$ cat config.mk
export PLATFORM = sky130hd
export DESIGN_NAME = pllpd_top
export DESIGN_NICKNAME = d
export VERILOG_FILES = /design/src/core/pllpd_pkg.sv /design/src/core/pllpd_lock_if.sv /design/src/core/pllpd_lock_timer.sv /design/src/core/pllpd_top.sv
export SDC_FILE = /design/constraint.sdc
export NUM_CORES = 1
export LEC_CHECK = 0
export BUFFER_PORTS_ARGS = -buffer_cell sky130_fd_sc_hd__buf_2
export CORE_ASPECT_RATIO = 2
export CORE_UTILIZATION = 35
export CTS_BUF_LIST = sky130_fd_sc_hd__clkbuf_16
export DETAILED_ROUTE_END_ITERATION = 8
export SLEW_MARGIN = 20
export SYNTH_ARGS = -nofsm -noshare
export SYNTH_HDL_FRONTEND = slang
export SYNTH_SLANG_ARGS = --single-unit
$ cat constraint.sdc
create_clock -name clk_sys -period 1.8 [get_ports clk_sys]
set_input_delay 0.27 -clock clk_sys [delete_from_list [all_inputs] [get_ports clk_sys]]
set_output_delay 0.27 -clock clk_sys [all_outputs]
set_load 0.1 [all_outputs]
$ cat src/core/pllpd_pkg.sv
// Purpose: Shared constants and types of the clock-mode and power-down control block
// Assumes: 100 MHz system clock, AXI4-Lite register access with 8-bit byte addresses
// Notes: Every register offset, field position, code and cycle count used by the design lives here
package pllpd_pkg;

  // ****************************************
  // Timing
  // ****************************************
  localparam int unsigned CLK_PERIOD_NS = 10;
  localparam int unsigned LOCK_TYP_NS = 75000;
  localparam int unsigned LOCK_EXTRA_PCT = 150;
  localparam int unsigned LOCK_MAX_NS = LOCK_TYP_NS * (100 + LOCK_EXTRA_PCT) / 100;
  localparam int unsigned LOCK_CYCLES = (LOCK_MAX_NS + CLK_PERIOD_NS - 1) / CLK_PERIOD_NS;
  localparam int unsigned PD1_DELAY_CYCLES = 8;
  localparam logic [2:0] PD1_CNT_LAST = 3'(PD1_DELAY_CYCLES - 1);

  // ****************************************
  // Register map and bus answers
  // ****************************************
  localparam int unsigned ADDR_W = 8;
  localparam logic [7:0] ADDR_CONTROL_STATUS = 8'h00;
  localparam logic [7:0] ADDR_CLOCK_STATUS = 8'h04;
  localparam logic [7:0] ADDR_BOOT_WORD = 8'h08;
  localparam logic [1:0] RESP_OKAY = 2'h0;
  localparam logic [1:0] RESP_SLVERR = 2'h2;
  localparam int unsigned FIELD_STRB_LANE = 1;

  // ****************************************
  // Power-down select field
  // ****************************************
  localparam int unsigned PD_LSB = 10;
  localparam int unsigned PD_MSB = 15;
  localparam logic [5:0] PD_CODE_NONE = 6'h00;
  localparam logic [5:0] PD_CODE_HALT_EN = 6'h09;
  localparam logic [5:0] PD_CODE_HALT_ANY = 6'h11;
  localparam logic [5:0] PD_CODE_PLL_OUT = 6'h1A;
  localparam logic [5:0] PD_CODE_PLL_IN = 6'h1C;

  // ****************************************
  // Boot word and clock status layout
  // ****************************************
  localparam int unsigned BOOT_CFG2_BIT = 31;
  localparam int unsigned BOOT_CFG1_BIT = 27;
  localparam int unsigned BOOT_CFG0_BIT = 23;
  localparam int unsigned ST_BYPASS = 4;
  localparam int unsigned ST_LOCKED = 5;
  localparam int unsigned ST_CPU_HALT = 6;
  localparam int unsigned ST_PLL_OUT = 7;
  localparam int unsigned ST_PLL_IN = 8;
  localparam int unsigned ST_STRAP = 9;
  localparam logic [2:0] CFG_BYPASS = 3'h0;
  localparam logic [3:0] MULT_X1 = 4'h1;
  localparam logic [3:0] MULT_X10 = 4'hA;

  typedef enum logic [2:0] {PD_RUN, PD_ARM, PD_CPU_HALT, PD_PLL_OUT, PD_PLL_IN} pllpd_state_e;

  function automatic logic [3:0] pllpd_mult(input logic [2:0] cfg);
    case (cfg)
      3'h1: pllpd_mult = 4'h4;
      3'h2: pllpd_mult = 4'h8;
      3'h3: pllpd_mult = 4'hA;
      3'h4: pllpd_mult = 4'h6;
      3'h5: pllpd_mult = 4'h9;
      3'h6: pllpd_mult = 4'h7;
      3'h7: pllpd_mult = 4'hB;
      default: pllpd_mult = MULT_X1;
    endcase
  endfunction

endpackage

$ cat src/core/pllpd_lock_if.sv
// Purpose: Carries the lock wait request and its answer between controller and timer
// Assumes: Both ends on clk_sys
// Notes: hold is a level; locked rises a fixed number of cycles after hold falls
`timescale 1ns/1ps
interface pllpd_lock_if;
  logic hold;
  logic locked;
  modport timer (input hold, output locked);
  modport ctrl (output hold, input locked);
endinterface

$ cat src/core/pllpd_lock_timer.sv
// Purpose: Waits out the worst-case PLL lock interval
// Assumes: hold high restarts the wait
// Notes: Wait length is a parameter so simulation can shorten it
`timescale 1ns/1ps
module pllpd_lock_timer #(
  parameter int unsigned LOCK_WAIT_CYCLES = pllpd_pkg::LOCK_CYCLES
) (
  // Clocking
  input wire logic clk_sys,
  input wire logic arst_n,
  input wire logic clk_en,
  // Controller side
  pllpd_lock_if.timer lock
);

  localparam int unsigned CW = $clog2(LOCK_WAIT_CYCLES + 1);
  localparam logic [CW-1:0] CNT_LOAD = CW'(LOCK_WAIT_CYCLES - 1);

  logic [CW-1:0] cnt_ff;
  logic [CW-1:0] nxt_cnt;
  logic busy_ff;
  logic nxt_busy;
  logic locked_ff;
  logic nxt_locked;

  // ****************************************
  // Lock wait
  // ****************************************
  always_comb begin
    nxt_cnt = cnt_ff;
    nxt_busy = busy_ff;
    nxt_locked = locked_ff;
    if (lock.hold) begin
      nxt_cnt = CNT_LOAD;
      nxt_busy = 1'b1;
      nxt_locked = 1'b0;
    end else if (busy_ff) begin
      if (cnt_ff == '0) begin
        nxt_busy = 1'b0;
        nxt_locked = 1'b1;
      end else begin
        nxt_cnt = cnt_ff - CW'(1);
      end
    end
  end

  always_ff @(posedge clk_sys or negedge arst_n) begin
    if (!arst_n) begin
      cnt_ff <= '0;
      busy_ff <= 1'b0;
      locked_ff <= 1'b0;
    end else if (clk_en) begin
      cnt_ff <= nxt_cnt;
      busy_ff <= nxt_busy;
      locked_ff <= nxt_locked;
    end
  end

  assign lock.locked = locked_ff;

  AST_LOCK_CLEARED: assert property (@(posedge clk_sys) disable iff (!arst_n)
    (lock.hold && clk_en) |=> !locked_ff)
    else $error("lock flag survived a restart");

  AST_LOCK_AT_END: assert property (@(posedge clk_sys) disable iff (!arst_n)
    (busy_ff && !lock.hold && cnt_ff == '0 && clk_en) |=> (locked_ff && !busy_ff))
    else $error("lock not reported at end of wait");

endmodule

$ cat src/core/pllpd_top.sv
// Purpose: Clock mode selection from boot straps and power-down mode control
// Assumes: clk_sys stands in for the CPU clock; pins arrive asynchronously
// Notes: Clock outputs are run levels and a divided toggle, not analog PLL clocks
//
// Contract
// - With the enable strap low the PLL is bypassed at x1 and the config bits are ignored.
// - With the strap high the PLL is used unless all three config bits were zero at reset.
// - Config bits decode 000 bypass, 001 x4, 010 x8, 011 x10, 100 x6, 101 x9, 110 x7, 111 x11.
// - Config bits come from data bus bits 31, 27 and 23, captured with the boot word in reset.
// - Lock waiting allows the typical lock time plus 150 percent.
// - Power-down mode and wake method come from bits 15 to 10 of the control/status register.
// - Field codes: none, halt on enabled irq, halt on any irq, PLL output halt, PLL input halt.
// - CPU halt takes effect eight to nine cycles after the field is written.
// - PLL output and input halt end only on device reset.
`timescale 1ns/1ps
module pllpd_top #(
  parameter int unsigned LOCK_WAIT_CYCLES = pllpd_pkg::LOCK_CYCLES
) (
  // Clocking
  input wire logic clk_sys,
  input wire logic arst_n,
  input wire logic clk_en,
  // AXI4-Lite slave
  input wire logic [7:0] s_axi_awaddr,
  input wire logic s_axi_awvalid,
  output logic s_axi_awready,
  input wire logic [31:0] s_axi_wdata,
  input wire logic [3:0] s_axi_wstrb,
  input wire logic s_axi_wvalid,
  output logic s_axi_wready,
  output logic [1:0] s_axi_bresp,
  output logic s_axi_bvalid,
  input wire logic s_axi_bready,
  input wire logic [7:0] s_axi_araddr,
  input wire logic s_axi_arvalid,
  output logic s_axi_arready,
  output logic [31:0] s_axi_rdata,
  output logic [1:0] s_axi_rresp,
  output logic s_axi_rvalid,
  input wire logic s_axi_rready,
  // Pins
  input wire logic pll_enable_strap,
  input wire logic device_reset_n,
  input wire logic [31:0] external_data_bus,
  // Wake requests from the interrupt logic
  input wire logic irq_enabled_wake,
  input wire logic irq_any_wake,
  // Clock and mode outputs
  output logic cpu_clock_output,
  output logic half_rate_clock_output,
  output logic [3:0] pll_multiply_factor,
  output logic pll_bypass,
  output logic cpu_halt_mode,
  output logic pll_output_halt_mode,
  output logic pll_input_halt_mode
);

  localparam int unsigned PIN_W = 34;

  // ****************************************
  // Pin synchronisers
  // ****************************************
  logic [PIN_W-1:0] pin_raw;
  logic [PIN_W-1:0] s1_ff;
  logic [PIN_W-1:0] s2_ff;
  logic [PIN_W-1:0] s3_ff;
  logic [PIN_W-1:0] st_ff;
  logic [PIN_W-1:0] nxt_st;

  assign pin_raw = {pll_enable_strap, device_reset_n, external_data_bus};

  // A change counts only once the second and third stages agree
  for (genvar i = 0; i < PIN_W; i++) begin : g_sync
    always_comb begin
      nxt_st[i] = (s2_ff[i] == s3_ff[i]) ? s3_ff[i] : st_ff[i];
    end
    always_ff @(posedge clk_sys or negedge arst_n) begin
      if (!arst_n) begin
        s1_ff[i] <= 1'b0;
        s2_ff[i] <= 1'b0;
        s3_ff[i] <= 1'b0;
        st_ff[i] <= 1'b0;
      end else if (clk_en) begin
        s1_ff[i] <= pin_raw[i];
        s2_ff[i] <= s1_ff[i];
        s3_ff[i] <= s2_ff[i];
        st_ff[i] <= nxt_st[i];
      end
    end
  end

  logic strap_st;
  logic dev_rst_n_st;
  logic [31:0] bus_st;
  logic [2:0] bus_cfg;
  assign strap_st = st_ff[PIN_W-1];
  assign dev_rst_n_st = st_ff[PIN_W-2];
  assign bus_st = st_ff[31:0];
  assign bus_cfg = {bus_st[pllpd_pkg::BOOT_CFG2_BIT], bus_st[pllpd_pkg::BOOT_CFG1_BIT],
                    bus_st[pllpd_pkg::BOOT_CFG0_BIT]};

  // ****************************************
  // Boot capture and clock mode
  // ****************************************
  logic [31:0] boot_ff;
  logic [31:0] nxt_boot;
  logic strap_ff;
  logic nxt_strap;
  logic bypass_ff;
  logic nxt_bypass;
  logic [3:0] factor_ff;
  logic [3:0] nxt_factor;

  always_comb begin
    nxt_boot = boot_ff;
    nxt_strap = strap_ff;
    nxt_bypass = bypass_ff;
    nxt_factor = factor_ff;
    if (!dev_rst_n_st) begin
      nxt_boot = bus_st;
      nxt_strap = strap_st;
      nxt_bypass = !strap_st || (bus_cfg == pllpd_pkg::CFG_BYPASS);
      nxt_factor = strap_st ? pllpd_pkg::pllpd_mult(bus_cfg) : pllpd_pkg::MULT_X1;
    end
  end

  always_ff @(posedge clk_sys or negedge arst_n) begin
    if (!arst_n) begin
      boot_ff <= '0;
      strap_ff <= 1'b0;
      bypass_ff <= 1'b1;
      factor_ff <= pllpd_pkg::MULT_X1;
    end else if (clk_en) begin
      boot_ff <= nxt_boot;
      strap_ff <= nxt_strap;
      bypass_ff <= nxt_bypass;
      factor_ff <= nxt_factor;
    end
  end

  // Device reset or bypass holds the wait; a new reset edge restarts lock unless the PLL is bypassed
  pllpd_lock_if lock_if ();
  assign lock_if.hold = !dev_rst_n_st || bypass_ff;

  pllpd_lock_timer #(.LOCK_WAIT_CYCLES(LOCK_WAIT_CYCLES)) u_lock (
    .clk_sys(clk_sys),
    .arst_n(arst_n),
    .clk_en(clk_en),
    .lock(lock_if.timer)
  );

  logic clk_ready;
  assign clk_ready = dev_rst_n_st && (bypass_ff || lock_if.locked);

  // ****************************************
  // AXI4-Lite slave
  // ****************************************
  logic bvalid_ff, nxt_bvalid, rvalid_ff, nxt_rvalid, wr_go, csr_wr, cpu_run, half_ff, nxt_half;
  logic wake_any_ff, nxt_wake_any;
  logic [1:0] bresp_ff, nxt_bresp, rresp_ff, nxt_rresp;
  logic [31:0] rdata_ff, nxt_rdata, status_word;
  logic [5:0] field_ff, nxt_field, wr_field;
  logic [2:0] arm_cnt_ff, nxt_arm_cnt;
  pllpd_pkg::pllpd_state_e pd_ff, nxt_pd;

  // Both write channels are taken at one edge; no skid storage is kept for a lone channel
  assign wr_go = s_axi_awvalid && s_axi_wvalid && !bvalid_ff;
  assign s_axi_awready = wr_go;
  assign s_axi_wready = wr_go;
  assign s_axi_arready = !rvalid_ff;
  assign wr_field = s_axi_wdata[pllpd_pkg::PD_MSB:pllpd_pkg::PD_LSB];
  // One byte lane holds the whole field, so its six bits always land together
  assign csr_wr = wr_go && (s_axi_awaddr == pllpd_pkg::ADDR_CONTROL_STATUS)
                  && s_axi_wstrb[pllpd_pkg::FIELD_STRB_LANE];
  // Packed from bit 0 up in the order of the status bit positions
  assign status_word = 32'({strap_ff, pll_input_halt_mode, pll_output_halt_mode, cpu_halt_mode,
                            lock_if.locked, bypass_ff, factor_ff});
  assign s_axi_bvalid = bvalid_ff;
  assign s_axi_bresp = bresp_ff;
  assign s_axi_rvalid = rvalid_ff;
  assign s_axi_rresp = rresp_ff;
  assign s_axi_rdata = rdata_ff;

  always_comb begin
    nxt_bvalid = bvalid_ff;
    nxt_bresp = bresp_ff;
    nxt_rvalid = rvalid_ff;
    nxt_rresp = rresp_ff;
    nxt_rdata = rdata_ff;
    nxt_field = field_ff;
    if (wr_go) begin
      nxt_bvalid = 1'b1;
      // Status and boot word are read-only
      nxt_bresp = (s_axi_awaddr == pllpd_pkg::ADDR_CONTROL_STATUS) ? pllpd_pkg::RESP_OKAY : pllpd_pkg::RESP_SLVERR;
    end else if (s_axi_bready) begin
      nxt_bvalid = 1'b0;
    end
    if (!dev_rst_n_st) nxt_field = pllpd_pkg::PD_CODE_NONE;
    else if (csr_wr) nxt_field = wr_field;
    if (s_axi_arvalid && s_axi_arready) begin
      nxt_rvalid = 1'b1;
      nxt_rresp = pllpd_pkg::RESP_OKAY;
      case (s_axi_araddr)
        pllpd_pkg::ADDR_CONTROL_STATUS: nxt_rdata = 32'(field_ff) << pllpd_pkg::PD_LSB;
        pllpd_pkg::ADDR_CLOCK_STATUS: nxt_rdata = status_word;
        pllpd_pkg::ADDR_BOOT_WORD: nxt_rdata = boot_ff;
        default: begin
          nxt_rdata = '0;
          nxt_rresp = pllpd_pkg::RESP_SLVERR;
        end
      endcase
    end else if (s_axi_rready) begin
      nxt_rvalid = 1'b0;
    end
  end

  // ****************************************
  // Power-down sequencing
  // ****************************************
  always_comb begin
    nxt_pd = pd_ff;
    nxt_arm_cnt = arm_cnt_ff;
    nxt_wake_any = wake_any_ff;
    nxt_half = cpu_run ? !half_ff : half_ff;
    case (pd_ff)
      pllpd_pkg::PD_RUN: begin
        if (csr_wr && (wr_field == pllpd_pkg::PD_CODE_HALT_EN || wr_field == pllpd_pkg::PD_CODE_HALT_ANY)) begin
          nxt_pd = pllpd_pkg::PD_ARM;
          nxt_arm_cnt = pllpd_pkg::PD1_CNT_LAST;
          nxt_wake_any = (wr_field == pllpd_pkg::PD_CODE_HALT_ANY);
        end else if (csr_wr && wr_field == pllpd_pkg::PD_CODE_PLL_OUT) begin
          nxt_pd = pllpd_pkg::PD_PLL_OUT;
        end else if (csr_wr && wr_field == pllpd_pkg::PD_CODE_PLL_IN) begin
          nxt_pd = pllpd_pkg::PD_PLL_IN;
        end
      end
      pllpd_pkg::PD_ARM: begin
        if (arm_cnt_ff == '0) nxt_pd = pllpd_pkg::PD_CPU_HALT;
        else nxt_arm_cnt = arm_cnt_ff - 3'h1;
      end
      // An enabled interrupt always wakes; any interrupt only when the field chose that
      pllpd_pkg::PD_CPU_HALT: begin
        if (irq_enabled_wake || (wake_any_ff && irq_any_wake)) nxt_pd = pllpd_pkg::PD_RUN;
      end
      // PLL halts ignore every interrupt
      pllpd_pkg::PD_PLL_OUT, pllpd_pkg::PD_PLL_IN: nxt_pd = pd_ff;
      default: nxt_pd = pllpd_pkg::PD_RUN;
    endcase
    if (!dev_rst_n_st) nxt_pd = pllpd_pkg::PD_RUN;
  end

  always_ff @(posedge clk_sys or negedge arst_n) begin
    if (!arst_n) begin
      bvalid_ff <= 1'b0;
      bresp_ff <= pllpd_pkg::RESP_OKAY;
      rvalid_ff <= 1'b0;
      rresp_ff <= pllpd_pkg::RESP_OKAY;
      rdata_ff <= '0;
      field_ff <= pllpd_pkg::PD_CODE_NONE;
      pd_ff <= pllpd_pkg::PD_RUN;
      arm_cnt_ff <= '0;
      wake_any_ff <= 1'b0;
      half_ff <= 1'b0;
    end else if (clk_en) begin
      bvalid_ff <= nxt_bvalid;
      bresp_ff <= nxt_bresp;
      rvalid_ff <= nxt_rvalid;
      rresp_ff <= nxt_rresp;
      rdata_ff <= nxt_rdata;
      field_ff <= nxt_field;
      pd_ff <= nxt_pd;
      arm_cnt_ff <= nxt_arm_cnt;
      wake_any_ff <= nxt_wake_any;
      half_ff <= nxt_half;
    end
  end

  assign cpu_run = clk_ready && (pd_ff != pllpd_pkg::PD_PLL_OUT) && (pd_ff != pllpd_pkg::PD_PLL_IN);
  assign cpu_clock_output = cpu_run;
  assign half_rate_clock_output = half_ff;
  assign pll_multiply_factor = factor_ff;
  assign pll_bypass = bypass_ff;
  assign cpu_halt_mode = (pd_ff == pllpd_pkg::PD_CPU_HALT);
  assign pll_output_halt_mode = (pd_ff == pllpd_pkg::PD_PLL_OUT);
  assign pll_input_halt_mode = (pd_ff == pllpd_pkg::PD_PLL_IN);

  AST_STRAP_LOW_BYPASS: assert property (@(posedge clk_sys) disable iff (!arst_n)
    (clk_en && !dev_rst_n_st && !strap_st) |=> (bypass_ff && factor_ff == pllpd_pkg::MULT_X1)) else $error("strap low not bypassed");
  AST_CFG_ZERO_BYPASS: assert property (@(posedge clk_sys) disable iff (!arst_n)
    (clk_en && !dev_rst_n_st && bus_cfg == pllpd_pkg::CFG_BYPASS) |=> bypass_ff) else $error("zero config not bypassed");
  AST_BOOT_CAPTURE: assert property (@(posedge clk_sys) disable iff (!arst_n)
    (clk_en && !dev_rst_n_st) |=> (boot_ff == $past(bus_st))) else $error("boot word not captured in reset");
  AST_HALT_DELAY: assert property (@(posedge clk_sys) disable iff (!arst_n || !dev_rst_n_st || !clk_en)
    $rose(pd_ff == pllpd_pkg::PD_ARM) |-> !cpu_halt_mode [*8] ##1 cpu_halt_mode) else $error("halt delay wrong");
  AST_PLL_HALT_HOLDS: assert property (@(posedge clk_sys) disable iff (!arst_n)
    (clk_en && dev_rst_n_st && (pll_output_halt_mode || pll_input_halt_mode)) |=> $stable(pd_ff)) else $error("PLL halt left");
  AST_HALF_RATE: assert property (@(posedge clk_sys) disable iff (!arst_n)
    (clk_en && cpu_run) |=> (half_ff != $past(half_ff))) else $error("half rate output did not toggle");
endmodule

==> impl_metrics.csv <==
group,metric,value,unit
min_path,min_path_type,"in -> reg",
detailed_routing,dr.first_iter.drc_count,366,
floorplan,core_area,0.02819,mm^2
clock_tree,clockRootBuffer,"clkbuf_16",
synthesis,postSynthCellCount,917,
grt,grt-ovfl-total,0,
detailed_routing,antenna_left,0,
power,p_clk_share,30.1,%
final_layout,final_cell_area,0.01282,mm^2
clock_tree,path_clk_slew,0.07,ns
synthesis,synth_edf_count,0,
detailed_routing,drcViolationCount,0,
grt,track_usage,16.40,%
synthesis,synth.avg_cell_area,10.92,um^2
grt,grt_pass1_wl,37920,um
clock_tree,clock_latency,0.52,ns
sta,max_freq,520.1,MHz
synthesis,synth_top_area_cell,"dfrtp_1",
synthesis,synth_cell_types,64,
grt,antenna_found_initial,0,
sta,clock_skew,0.007916,ns
placed_design,gp_congestion,0.8041,
critical_path,arrival,1.65,ns
sta,slew_headroom,58.30,%
final_layout,fin_nets,1200,
detailed_routing,first_pass_iters,4,
power,p_int,10500,uW
synthesis,synth_warnings,0,
synthesis,synth_area_leaders,"dfrtp_1 60%, mux2_2 7.6%, nand2_1 6.6%",
sta,post-route-period-util,106.8,%
floorplan,io_pins,147,
clock_tree,htreeDepth,1,
grt,grt-busiest-layer,"met2",
placed_design,io_buffers,115,
power,power,15620,uW
grt,grt_max_degree,82,
critical_path,start_kind,"flip-flop",
synthesis,yosysTopAreaCellShare,59.75,%
flow_run,maxCapViolCount,0,
sta,layout_min_cycle_time,1.923,ns
sta,finalWorstSetupSlack,-0.1227,ns
outcome,outcome,"finished, violations left",
final_layout,fin_util,45.47,%
power,leakagePower,0.005860,uW
grt,use_met2,30.32,%
clock_tree,cts_tree,"yes",
final_layout,areaGrowthSynthToFinish,28.08,%
synthesis,synthFlopType,"dfrtp_1",
clock_tree,cts_buffers,23,
critical_path,critical_path.slowest_cell,"dfrtp_2",
synthesis,synthArstFlopShare,100.0,%
power,ir_drop,0.6633,mV
floorplan,die_w,121.6,um
sta,rsz0062_at_grt,"yes",
critical_path,crit_path_max_incr_delay,0.42,ns
sta,worstMarginPinSlew,0.6232,ns
sta,finalSetupViolCount,10,
floorplan,die-area,0.02932,mm^2
power,switching_power,5117,uW
detailed_routing,wl,22790,um
outcome,failed_checks,"negative setup slack",
power,p_per_area,1218,mW/mm^2
critical_path,endpoint_kind,"output port",
synthesis,synth_seq_area_share,60.28,%
grt,use_met3,1.536,%
final_layout,diodes,0,
power,switching_share,32.76,%
floorplan,rows,87,
critical_path,timing.critical_path.cells,"buf_6 -> nor3b_4 -> nor3_4 -> buf_12",
detailed_routing,dr_total_vias,7326,
final_layout,drive_above_1_share,30.02,%
sta,slew_viol_final,0,
synthesis,synth_seq_cells,241,
critical_path,worstPathRequired,1.53,ns
critical_path,critPathKind,"reg -> out",
detailed_routing,wire_per_inst,15.48,um
sta,hold_violations,0,
synthesis,syn_area,0.01001,mm^2
power,seq_power_share,47.0,%
grt,grtUsageMet1,19.00,%
placed_design,dp_hpwl,15610,um
floorplan,initial_utilization,35.50,%
clock_tree,clock_sinks,241,
grt,grt_pass1_vias,7513,
detailed_routing,vias_per_cell,4.977,
clock_tree,cts_buffer_depth,3,
sta,holdWs,0.02595,ns
floorplan,die_height,241.2,um
critical_path,worstPathMaxFanout,3,
sta,setup_tns,-0.4329,ns
placed_design,place_area,0.01146,mm^2
power,comb_power_share,22.9,%
## power groups by stage
stage / Combinational [uW] / Sequential, uW / Clock [uW]
global placement: 3350 / 7380 / 0
CTS: 3580 / 7330 / 4840
detailed placement: 3440 / 7420 / 0
floorplan: 1810 / 7830 / 0
global route: 3990 / 7490 / 5070
finish: 3580 / 7330 / 4700
## area by class of cell
| cell class | instances | area (um^2) |
|---|---|---|
| clock buffers | 23 | 575.6 |
| clock inverters | 18 | 147.6 |
| fillers | 2589 | 15370 |
| inverters | 44 | 168.9 |
| multi-input cells | 583 | 3816 |
| flip-flops and latches | 241 | 6047 |
| well taps | 356 | 445.4 |
| repair buffers | 207 | 1619 |
## flip-flops by register name, indices dropped and copies added (netlist names), 6 cells and up
| register | count |
|---|---|
| u_lock.cnt_ff | 15 |
| s1_ff | 34 |
| field_ff | 6 |
| bus_st | 29 |
| s_axi_rdata | 32 |
| s2_ff | 34 |
| s3_ff | 34 |
| boot_ff | 32 |
## path summary, 6_finish.rpt
path                                     endpoint  slack (ns)  cells after the start              startpoint
min                                      s1_ff[7]        0.03                      2    external_data_bus[7]
max                              cpu_clock_output       -0.12                      4                pd_ff[0]
max reg2reg                     u_lock.cnt_ff[11]       -0.05                      6        u_lock.cnt_ff[0]
max in group asynchronous              pll_bypass        0.85                      3                  arst_n
min in group asynchronous                s1_ff[7]        0.23                      2                  arst_n
min reg2reg                half_rate_clock_output        0.46                      1  half_rate_clock_output
## layout by cell type (no fill, tap or decap), types with 3 or more instances in the layout
cell type,instances
mux2_2,68
a21oi_1,41
buf_4,47
buf_2,104
o31ai_1,8
o211ai_1,3
inv_1,44
dfrtp_1,235
xnor2_1,7
buf_12,17
nand2_1,174
nand3_1,3
xor2_1,5
o21ai_0,111
dlygate4sd3_1,30
nor3_2,3
nand2_2,3
nor3_1,3
or3_1,4
buf_6,8
clkbuf_16,23
mux2i_1,9
a22o_1,22
o21ai_1,11
clkinvlp_4,5
nand4_1,5
a22oi_1,11
nor2_1,19
nor2b_1,5
inv_2,5
## per-stage QoR
stage          instances  setup slack [ns]
6_report            1472           -0.1227
2_1_floorplan        918           -0.4273
3_3_place_gp        1388          -0.07001
5_1_grt             1472           -0.1935
3_5_place_dp        1388          -0.09199
4_1_cts             1468           -0.1490
## timing repair
action | in CTS | in global routing
pin swaps | 11 | 16
hold buffers | 30 | 0
setup endpoints to repair | 20 | 29
resized for setup | 32 | 22
endpoints found under the hold margin | 104 | 0
buffers inserted | 9 | 4
cloned | 0 | 0
## metal layers
| layer | part of all wire (%) | vias to the layer above |
|---|---|---|
| met3 | 2.4 | 31 |
| met4 | 2.7 | 0 |
| li1 | - | 3526 |
| met2 | 55 | 115 |
| met1 | 40 | 3654 |
| met5 | 0 | - |
## synth_stat cells (all sizes together), types with 6 or more instances
cell and count:
clkbuf 31, nor2 22, o21ai 123, xnor2 7, buf 19, o31ai 10, mux2 69, a22oi 11
a21oi 42, inv 44, mux2i 9, dfrtp 239, nor2b 6, nor3 8, a22o 22, nand2 177
## cell families (layout without fill, tap and decap cells)
group                    Yosys count  in the layout  share of synthesized area, %
other                              1              2                       0.03746
multiplexers                      78             78                         8.662
flip-flops                       241            241                         60.28
buffers and inverters             94            292                         3.900
AO/OA/AOI/OAI                    233            233                         13.95
AND/OR/NAND/NOR                  254            254                         11.63
XOR/XNOR                          12             12                         1.050
adder cells (fa/ha/maj)            4              4                        0.5000
## critical path, delay by kind of cell, from the launching register on
| kind | cells | cell delay [ns] |
|---|---|---|
| AND/OR/NAND/NOR | 2 | 0.41 |
| buffers and inverters | 2 | 0.31 |
| flip-flops | 1 | 0.42 |
Note: power is estimated with default switching activity, not from simulation.
